==> src/shared/idle_domain_params.svh <==
// Offsets, bit positions, masks and reset value of the idle configuration block
`ifndef IDLE_DOMAIN_PARAMS_SVH
`define IDLE_DOMAIN_PARAMS_SVH
// Printed index 0x0001 is not a multiple of four: byte address is index times four
`define IDC_CFG_INDEX        12'h001
`define IDC_CFG_ADDR         12'h004
`define IDC_APPLIED_ADDR     12'h008
`define IDC_IRQ_STATUS_ADDR  12'h00c
`define IDC_IRQ_MASK_ADDR    12'h010
`define IDC_IDLE_CMD_ADDR    12'h014
`define IDC_CFG_WRITE_MASK   16'h03ff
`define IDC_CFG_RESET        16'h0000
`define IDC_STOP_ALL_MASK    16'h03f7
`define IDC_BIT_CORE         0
`define IDC_BIT_MASTER_PERIPHERAL_GROUP_IDLE_REQUEST  1
`define IDC_BIT_CACHE        2
`define IDC_BIT_PERIPH       3
`define IDC_BIT_CLKGEN       4
`define IDC_BIT_EXTMEM       5
`define IDC_BIT_IO_PORT      6
`define IDC_BIT_MASTER_PORT  7
`define IDC_BIT_CACHE_PORT   8
`define IDC_BIT_CLK_CONFIRM  9
`define IDC_IRQ_BUS_ERROR    0
`define IDC_IRQ_IDLE_DONE    1
`define IDC_IRQ_WIDTH        2
`endif

==> src/shared/idle_domain_pkg.sv <==
// Types shared by the idle configuration block
package idle_domain_pkg;
   // Per-domain idle controls as applied after an idle instruction
   typedef struct packed {
      logic clockStop;
      logic cachePortOff;
      logic masterPortOff;
      logic ioPortOff;
      logic extMemOff;
      logic periphGroupOff;
      logic cacheOff;
      logic masterPeriphOff;
      logic coreOff;
   } domain_ctrl_t;
   typedef enum logic [1:0] {ST_RUN, ST_CHECK, ST_APPLY} idle_state_t;
endpackage
==> src/design/idle_domain_configuration.sv <==
// Idle configuration register with APB access, idle-instruction apply and bus error interrupt
// Function
// Requests are only stored; they take effect when the idle instruction executes; code also applies them on an idle command write with bit 0 set.
// Software sets confirm bit 9 together with clock-generator idle bit.
// Both clock bits zero keeps clock running; both one stops it.
// Clock idle without confirm bit at idle instruction raises bus error.
// Clock idle needs confirm, core, master, cache, memory and port bits set.
// Legal clock-generator idle stops the system clock, deepest power state.
// Bit 8 idles cache bus port after idle instruction; resets to zero.
// Bit 7 idles master bus port after idle instruction; resets to zero.
// Bit 6 idles I/O bus port after idle instruction; resets to zero.
// Bit 5 idles external memory interface after idle instruction; resets zero.
// Bit 3 idles peripherals flagged in peripheral idle control only.
// Bits 2,1,0 idle instruction cache, master peripherals and core.
// Bits 15 to 10 read zero and ignore writes.
//
// The APB interface to the registers was decided locally.
`timescale 1ns/1ns
`include "idle_domain_params.svh"
module idle_domain_configuration #(
   parameter int PERIPH_COUNT = 16  // Peripheral idle flags; the readback field holds at most 16
) (
   input  wire logic                         core_clk,        // System clock, 20 MHz
   input  wire logic                         rst,             // Asynchronous reset, active high
   input  wire logic                         psel,            // APB select
   input  wire logic                         penable,         // APB access phase
   input  wire logic                         pwrite,          // APB direction
   input  wire logic [11:0]                  paddr,           // APB byte address
   input  wire logic [31:0]                  pwdata,          // APB write data
   input  wire logic [3:0]                   pstrb,           // APB byte strobes
   output logic      [31:0]                  prdata,          // APB read data
   output logic                              pready,          // APB ready
   output logic                              pslverr,         // APB error on unmapped address
   input  wire logic                         idleInstr,       // Idle instruction pulse from core
   input  wire logic [PERIPH_COUNT-1:0]      peripheralIdleControl, // Per-peripheral idle flags
   output idle_domain_pkg::domain_ctrl_t     domainCtrl,      // Applied domain controls
   output logic      [PERIPH_COUNT-1:0]      peripheralOff,   // Peripherals held in idle
   output logic                              busErrorIrq      // Level interrupt
);
   // Register state
   logic [15:0]                     cfg_q, cfg_d;
   logic [`IDC_IRQ_WIDTH-1:0]       status_q, status_d;
   logic [`IDC_IRQ_WIDTH-1:0]       mask_q, mask_d;
   idle_domain_pkg::domain_ctrl_t   applied_q, applied_d;
   logic [PERIPH_COUNT-1:0]         periOff_q, periOff_d;
   idle_domain_pkg::idle_state_t    state_q, state_d;
   logic [31:0]                     rdata_q, rdata_d;
   logic                            ready_q, ready_d;
   logic                            err_q, err_d;
   logic                            irq_q, irq_d;
   logic [15:0]                     snap_q, snap_d;
   logic                            badCombo;
   logic                            stopClock;
   logic                            access;
   logic                            wrEn;
   logic                            mapped;
   logic [`IDC_IRQ_WIDTH-1:0]       events;
   logic [PERIPH_COUNT-1:0]         periGate;
   logic [15:0]                     periOffWord;
   logic                            cfgSel;
   logic                            maskSel;
   logic                            statusSel;
   logic                            idleCmdSel;

   // Readback packs the flags into one 16-bit field; more would not fit
   if (PERIPH_COUNT < 1 || PERIPH_COUNT > 16) begin : g_bad_count
      $error("PERIPH_COUNT must lie between 1 and 16");
   end

   // Per-peripheral gate: a flag idles its peripheral only while the group bit is set
   for (genvar p = 0; p < PERIPH_COUNT; p++) begin : g_periph
      assign periGate[p] = snap_q[`IDC_BIT_PERIPH] && peripheralIdleControl[p];
   end

   // Check runs on the snapshot so a write landing mid-apply cannot tear it
   idle_request_check u_check (
      .cfgWord   (snap_q),
      .badCombo  (badCombo),
      .stopClock (stopClock)
   );

   // Bus decode; two-cycle access phase, answer registered on the first access edge
   always_comb begin
      access = psel && penable && !ready_q;
      wrEn   = access && pwrite;
      // Shared address compares, so each register group decodes the same way
      cfgSel     = (paddr == `IDC_CFG_ADDR);
      maskSel    = (paddr == `IDC_IRQ_MASK_ADDR);
      statusSel  = (paddr == `IDC_IRQ_STATUS_ADDR);
      idleCmdSel = (paddr == `IDC_IDLE_CMD_ADDR);
      case (paddr)
         `IDC_CFG_ADDR,
         `IDC_APPLIED_ADDR,
         `IDC_IRQ_STATUS_ADDR,
         `IDC_IRQ_MASK_ADDR,
         `IDC_IDLE_CMD_ADDR: mapped = 1'b1;
         default:            mapped = 1'b0;
      endcase
   end

   // Idle sequencing: snapshot, check, apply
   always_comb begin
      state_d   = state_q;
      snap_d    = snap_q;
      applied_d = applied_q;
      periOff_d = periOff_q;
      events    = '0;
      case (state_q)
         idle_domain_pkg::ST_RUN: begin
            // Stored bits stay inert until the idle instruction or an idle command write with bit 0 set
            if (idleInstr || (wrEn && idleCmdSel && pwdata[0])) begin
               snap_d  = cfg_q;
               state_d = idle_domain_pkg::ST_CHECK;
            end
         end
         idle_domain_pkg::ST_CHECK: begin
            if (badCombo) begin
               // Illegal set: refuse to stop the clock, flag the bus error
               events[`IDC_IRQ_BUS_ERROR] = 1'b1;
               state_d = idle_domain_pkg::ST_RUN;
            end else begin
               state_d = idle_domain_pkg::ST_APPLY;
            end
         end
         idle_domain_pkg::ST_APPLY: begin
            applied_d.clockStop       = stopClock;
            applied_d.cachePortOff    = snap_q[`IDC_BIT_CACHE_PORT];
            applied_d.masterPortOff   = snap_q[`IDC_BIT_MASTER_PORT];
            applied_d.ioPortOff       = snap_q[`IDC_BIT_IO_PORT];
            applied_d.extMemOff       = snap_q[`IDC_BIT_EXTMEM];
            applied_d.periphGroupOff  = snap_q[`IDC_BIT_PERIPH];
            applied_d.cacheOff        = snap_q[`IDC_BIT_CACHE];
            applied_d.masterPeriphOff = snap_q[`IDC_BIT_MASTER_PERIPHERAL_GROUP_IDLE_REQUEST];
            applied_d.coreOff         = snap_q[`IDC_BIT_CORE];
            // Only flagged peripherals idle; zero wakes them all
            periOff_d = periGate;
            events[`IDC_IRQ_IDLE_DONE] = 1'b1;
            state_d = idle_domain_pkg::ST_RUN;
         end
         default: state_d = idle_domain_pkg::ST_RUN;
      endcase
   end

   // Configuration register; reserved bits never latch, so they read back zero
   always_comb begin
      cfg_d = cfg_q;
      if (wrEn && cfgSel) begin
         // Byte lanes let software touch one half without a read-modify-write
         if (pstrb[0]) begin
            cfg_d[7:0] = pwdata[7:0];
         end
         if (pstrb[1]) begin
            cfg_d[15:8] = pwdata[15:8];
         end
         cfg_d = cfg_d & `IDC_CFG_WRITE_MASK;
      end
   end

   // Configuration flops; every domain stays awake out of reset
   always_ff @(posedge core_clk or posedge rst) begin
      if (rst) begin
         cfg_q <= `IDC_CFG_RESET;
      end else begin
         cfg_q <= cfg_d;
      end
   end

   // Sticky status and mask; a new event in the same cycle beats the clear
   always_comb begin
      mask_d   = mask_q;
      status_d = status_q;
      if (wrEn && maskSel && pstrb[0]) begin
         mask_d = pwdata[`IDC_IRQ_WIDTH-1:0];
      end
      // Write one to clear, so a read-modify-write cannot lose a fresh event
      if (wrEn && statusSel && pstrb[0]) begin
         status_d = status_d & ~pwdata[`IDC_IRQ_WIDTH-1:0];
      end
      status_d = status_d | events;
      // Built from next values, so the line moves in step with the status flops
      irq_d = |(status_d & mask_d);
   end

   // Interrupt flops
   always_ff @(posedge core_clk or posedge rst) begin
      if (rst) begin
         status_q <= '0;
         mask_q   <= '0;
         irq_q    <= 1'b0;
      end else begin
         status_q <= status_d;
         mask_q   <= mask_d;
         irq_q    <= irq_d;
      end
   end

   // Read mux; data is registered so it stands with pready for its one cycle
   always_comb begin
      periOffWord = 16'(periOff_q);
      rdata_d     = rdata_q;
      ready_d     = access;
      err_d       = access && !mapped;
      if (access && !pwrite) begin
         case (paddr)
            `IDC_CFG_ADDR:        rdata_d = {16'h0000, cfg_q};
            `IDC_APPLIED_ADDR:    rdata_d = {7'h00, periOffWord, applied_q};
            `IDC_IRQ_STATUS_ADDR: rdata_d = {30'h0, status_q};
            `IDC_IRQ_MASK_ADDR:   rdata_d = {30'h0, mask_q};
            default:              rdata_d = 32'h00000000;
         endcase
      end
   end

   // Bus answer flops; one wait state, pready never stretches
   always_ff @(posedge core_clk or posedge rst) begin
      if (rst) begin
         rdata_q <= 32'h00000000;
         ready_q <= 1'b0;
         err_q   <= 1'b0;
      end else begin
         rdata_q <= rdata_d;
         ready_q <= ready_d;
         err_q   <= err_d;
      end
   end

   // Idle sequencer flops; nothing applies until an idle instruction or idle command write runs
   always_ff @(posedge core_clk or posedge rst) begin
      if (rst) begin
         state_q   <= idle_domain_pkg::ST_RUN;
         snap_q    <= 16'h0000;
         applied_q <= '0;
         periOff_q <= '0;
      end else begin
         state_q   <= state_d;
         snap_q    <= snap_d;
         applied_q <= applied_d;
         periOff_q <= periOff_d;
      end
   end

   // Outputs straight from flops
   assign prdata        = rdata_q;
   assign pready        = ready_q;
   assign pslverr       = err_q;
   assign domainCtrl    = applied_q;
   assign peripheralOff = periOff_q;
   assign busErrorIrq   = irq_q;
endmodule

==> src/design/idle_request_check.sv <==
// Legality check of an idle request set against the clock-generator rules
`timescale 1ns/1ns
`include "idle_domain_params.svh"
module idle_request_check (
   input  wire logic [15:0] cfgWord,   // Stored idle configuration
   output logic             badCombo,  // Request set is illegal
   output logic             stopClock  // Legal clock-generator stop
);
   logic clkReq;
   logic allSet;
   // Clock stop demands every companion bit; peripheral bit is exempt
   always_comb begin
      clkReq    = cfgWord[`IDC_BIT_CLKGEN];
      allSet    = ((cfgWord & `IDC_STOP_ALL_MASK) == `IDC_STOP_ALL_MASK);
      badCombo  = (clkReq && !allSet)
                  || (!clkReq && cfgWord[`IDC_BIT_CLK_CONFIRM]);
      stopClock = clkReq && allSet;
   end
endmodule

==> config.mk <==
export PLATFORM = sky130hd
export DESIGN_NAME = idle_domain_configuration
export DESIGN_NICKNAME = d
export VERILOG_FILES = /design/src/shared/idle_domain_pkg.sv /design/src/design/idle_domain_configuration.sv /design/src/design/idle_request_check.sv
export VERILOG_INCLUDE_DIRS = /design/src /design/src/shared
export SDC_FILE = /design/constraint.sdc
export NUM_CORES = 1
export LEC_CHECK = 0
export BUFFER_PORTS_ARGS = -buffer_cell sky130_fd_sc_hd__buf_2
export CORE_UTILIZATION = 46
export CTS_CLUSTER_DIAMETER = 60
export DETAILED_ROUTE_END_ITERATION = 10
export GPL_ROUTABILITY_DRIVEN = 0
export PLACE_DENSITY = 0.76
export SYNTH_ARGS = -nofsm -noshare
export SYNTH_HDL_FRONTEND = slang
export SYNTH_SLANG_ARGS = --single-unit
==> constraint.sdc <==
create_clock -name core_clk -period 6.1 [get_ports core_clk]
set_input_delay 0.305 -clock core_clk [delete_from_list [all_inputs] [get_ports core_clk]]
set_output_delay 0.305 -clock core_clk [all_outputs]
set_load 0.05 [all_outputs]
==> metrics.md <==
| Metric | Value |
|---|---|
| Final-report max-slew violation count | `0` |
| Number of buffers inserted for hold repair after clock tree synthesis | `0` |
| Number of rows created at floorplan | `30` |
| Depth of the worst register-to-register path | `5` |
| Final non-filler cell area | `4110 µm²` |
| Buffer count from post-CTS setup fixing | `0` |
| Global-route wire length before repair | `11.3 mm` |
| Gate Count Post-Synth | `274` |
| Crit path kind | `flip-flop to flip-flop` |
| Clock transition time at the flip-flop clock pins of the worst setup and hold paths | `80 ps` |
| Top-level I/O count | `130` |
| Post-synthesis instance area | `3370 µm²` |
| Total of flip-flops plus latches after synthesis | `79` |
| Routed length per instance | `14.9 µm` |
| Die height | `87.6 µm` |
| Relative slew slack | `29.3%` |
| Post-detailed-route count of antenna-violating nets | `0` |
| Die Outline Area | `7670 µm²` |
| Launching instance or port of the critical path | `pready` |
| Highest-count cells in the layout ignoring fill and taps | `98 x sky130_fd_sc_hd__buf_2, 79 x sky130_fd_sc_hd__dfrtp_1, 39 x sky130_fd_sc_hd__nand2_1` |
| Layout cell share with drive strength beyond 1 | `38.9%` |
| Leakage Power | `0.00223 µW` |
| Number of distinct library cells after synthesis | `37` |
| DRC violation count after routing | `0` |
| Critical path capture point type | `flip-flop` |
| Worst EP required | `6380 ps` |
| Fmax | `385 MHz` |
| Maximum fanout count along the critical path | `26` |
| Worst clock skew | `6.47 ps` |
| Clock Sink Count | `79` |
| Clk Tree Root Cell | `sky130_fd_sc_hd__clkbuf_8` |
| Signed area change from the synthesized netlist to the final layout | `21.9%` |
| Final count of hold timing violations | `0` |
| Number of antenna cells inserted | `0` |
| Estimated wirelength of the detail-placed design | `4.76 mm` |
| TritonCTS buffer count | `9` |
| Largest net degree at the start of global routing | `80` |
| Global-route usage over all layers | `19.7%` |
| Final worst-path cycle share | `42.6%` |
| TritonCTS clock tree | `built` |
| Average vias per placed instance | `5.15` |
| Hold Path Class | `primary input to flip-flop` |
| Critical path destination | `prdata[7]` |
| Clock latency reported for the late side of the worst-skew pair | `340 ps` |
| R2r startpoint | `pready` |
| Starting utilization of the core area | `48.5%` |
| Initial antenna violation count | `0` |
| Sum of overflow across all layers after global routing | `0` |
| Transition time of the tightest slew-check pin | `1060 ps` |
| R2R Path End | `prdata[7]` |
| Final critical delay including setup and external delays | `2600 ps` |
| Final #Nets | `438` |
| Worst VDD drop | `0.000170 V` |
| Total via count after detailed routing | `2414` |
| Number of buffers on the longest clock path | `2` |
| RSZ-0062 raised after global routing | `no` |
| Startpoint of the tightest hold check path | `pwdata[2]` |
| Maximum level of the CTS H-tree | `3` |
| Max cap viols | `0` |
| Total setup violations reported at the end of the flow | `0` |
| Avg Inst Size Synth | `12.3 µm²` |
| Data arrival, critical path | `2880 ps` |
| Instance area at placement | `3880 µm²` |
| Core outline area | `6940 µm²` |
| CTS resizes | `0` |
| Vias in the first global route | `2333` |
| Wire length after detailed routing | `7.01 mm` |
| PortBufs | `98` |
| Most common cell after layout, fill and taps aside | `sky130_fd_sc_hd__buf_2` |
| Iter 0 DRT Violations | `77` |
| Setup tns final | `0 ps` |
| Number of warnings printed during yosys synthesis | `0` |
| Power per cell area | `252 nW/µm²` |
| Type of origin of the critical path | `flip-flop` |
| Sequential element share of the synthesized area | `58.7%` |
| Worst-case register-to-register setup slack | `3500 ps` |
| Die X-Extent | `87.6 µm` |
| Detailed-router iteration count before antenna repair | `4` |
| Fill cell total of the finished layout | `550` |
| Result of the run | `finished, final reports clean` |
-- metal layers --
layer	share of wire, %	track usage (%)	routed length, µm	up-vias
li1	-	-	-	1145
met1	44	25.3	3090	1166
met2	47	32.0	3320	87
met3	6.2	4.24	434	16
met4	2.4	9.54	165	0
met5	0	0	0	-
-- kinds of logic after synthesis --
group | synth area share [%]
AOI/OAI and AO/OA | 12.8
buffers and inverters | 4.46
other | 0.111
DFF | 58.7
and+or+nand+nor | 12.0
muxes | 11.9
-- worst min-delay path by stage --
stage / slack (ps) / to / cells past startpoint
final: 170 / cfg_q[2] / 2
after global placement: 460 / prdata[0] / 2
after global routing: 160 / cfg_q[2] / 2
after floorplan: 440 / cfg_q[2] / 1
after detailed placement: 470 / prdata[0] / 2
after CTS: 170 / cfg_q[2] / 2
-- synth_stat cells --
| master | number | area share (%) |
|---|---|---|
| sky130_fd_sc_hd__nor2_1 | 8 | 0.89 |
| sky130_fd_sc_hd__mux2i_1 | 3 | 0.89 |
| sky130_fd_sc_hd__mux2_4 | 9 | 4.0 |
| sky130_fd_sc_hd__buf_12 | 1 | 0.59 |
| sky130_fd_sc_hd__and3_1 | 2 | 0.37 |
| sky130_fd_sc_hd__nand4b_1 | 2 | 0.52 |
| sky130_fd_sc_hd__a21o_1 | 8 | 1.8 |
| sky130_fd_sc_hd__o22a_1 | 2 | 0.52 |
| sky130_fd_sc_hd__nor4_1 | 1 | 0.19 |
| sky130_fd_sc_hd__nor3_1 | 3 | 0.45 |
| sky130_fd_sc_hd__inv_1 | 4 | 0.45 |
| sky130_fd_sc_hd__buf_4 | 7 | 1.6 |
| sky130_fd_sc_hd__nor4_4 | 2 | 1.3 |
| sky130_fd_sc_hd__buf_2 | 5 | 0.74 |
| sky130_fd_sc_hd__o2bb2ai_1 | 1 | 0.26 |
| sky130_fd_sc_hd__nand2b_1 | 2 | 0.37 |
| sky130_fd_sc_hd__o21a_2 | 1 | 0.26 |
| sky130_fd_sc_hd__a22oi_1 | 2 | 0.45 |
| sky130_fd_sc_hd__a21boi_0 | 1 | 0.22 |
| sky130_fd_sc_hd__nor3_4 | 1 | 0.48 |
| sky130_fd_sc_hd__nor4_2 | 1 | 0.37 |
| sky130_fd_sc_hd__mux2_2 | 14 | 4.7 |
| sky130_fd_sc_hd__conb_1 | 1 | 0.11 |
| sky130_fd_sc_hd__nor2b_1 | 4 | 0.74 |
| sky130_fd_sc_hd__nand2_1 | 39 | 4.3 |
| sky130_fd_sc_hd__nand3_1 | 2 | 0.30 |
| sky130_fd_sc_hd__o21ai_0 | 19 | 2.8 |
| sky130_fd_sc_hd__nand3_4 | 1 | 0.52 |
| sky130_fd_sc_hd__mux2_1 | 7 | 2.3 |
| sky130_fd_sc_hd__a21oi_1 | 2 | 0.30 |
| sky130_fd_sc_hd__dfrtp_1 | 79 | 59 |
| sky130_fd_sc_hd__nand4_1 | 3 | 0.56 |
| sky130_fd_sc_hd__buf_1 | 1 | 0.11 |
| sky130_fd_sc_hd__a22o_1 | 24 | 6.2 |
| sky130_fd_sc_hd__clkbuf_1 | 9 | 1.0 |
| sky130_fd_sc_hd__nand3b_1 | 2 | 0.45 |
| sky130_fd_sc_hd__or2_1 | 1 | 0.19 |
-- stage by stage --
stage | cells | power, µW | worst slack (ps) | hold slack, ps | utilization [%]
floorplan | 280 | 596 | 3770 | 437 | -
global placement | 453 | 615 | 3530 | 462 | 55.9
detailed placement | 453 | 615 | 3520 | 467 | 55.9
CTS | 469 | 1040 | 3470 | 165 | 59.1
global route | 469 | 1080 | 3270 | 162 | 59.1
finish | 469 | 1030 | 3500 | 173 | 59.1
-- layout make-up --
type / instances / area [µm²] / share of cell area [%]
Timing Repair Buffer: 100 / 505 / 12.3
Sequential cell: 79 / 1980 / 48.1
Clock inverter: 5 / 81.3 / 1.98
Multi-Input combinational cell: 174 / 1260 / 30.8
Inverter: 4 / 16.3 / 0.396
Clock buffer: 11 / 141 / 3.44
Tap cell: 96 / 120 / 2.93
-- power by group --
part | switching (µW) | internal [µW]
clock | 187 | 242
sequential | 1.95 | 526
combinational | 53.1 | 22.9
total | 242 | 791
-- registers in the layout (all words and copies together), names as in the netlist --
register	count
domainCtrl	9
cfg_q	10
pready	1
state_q	2
prdata	25
status_q	2
mask_q	2
peripheralOff	16
busErrorIrq	1
snap_q	10
pslverr	1
-- worst max-delay path: stages, from the launching register on --
cell and delay (ps):
sky130_fd_sc_hd__dfrtp_1 380, sky130_fd_sc_hd__nand3b_1 220, sky130_fd_sc_hd__or2_1 630, sky130_fd_sc_hd__nor3_4 970, sky130_fd_sc_hd__a22o_1 250, sky130_fd_sc_hd__a21o_1 80
(Power assumes the default switching activity.)
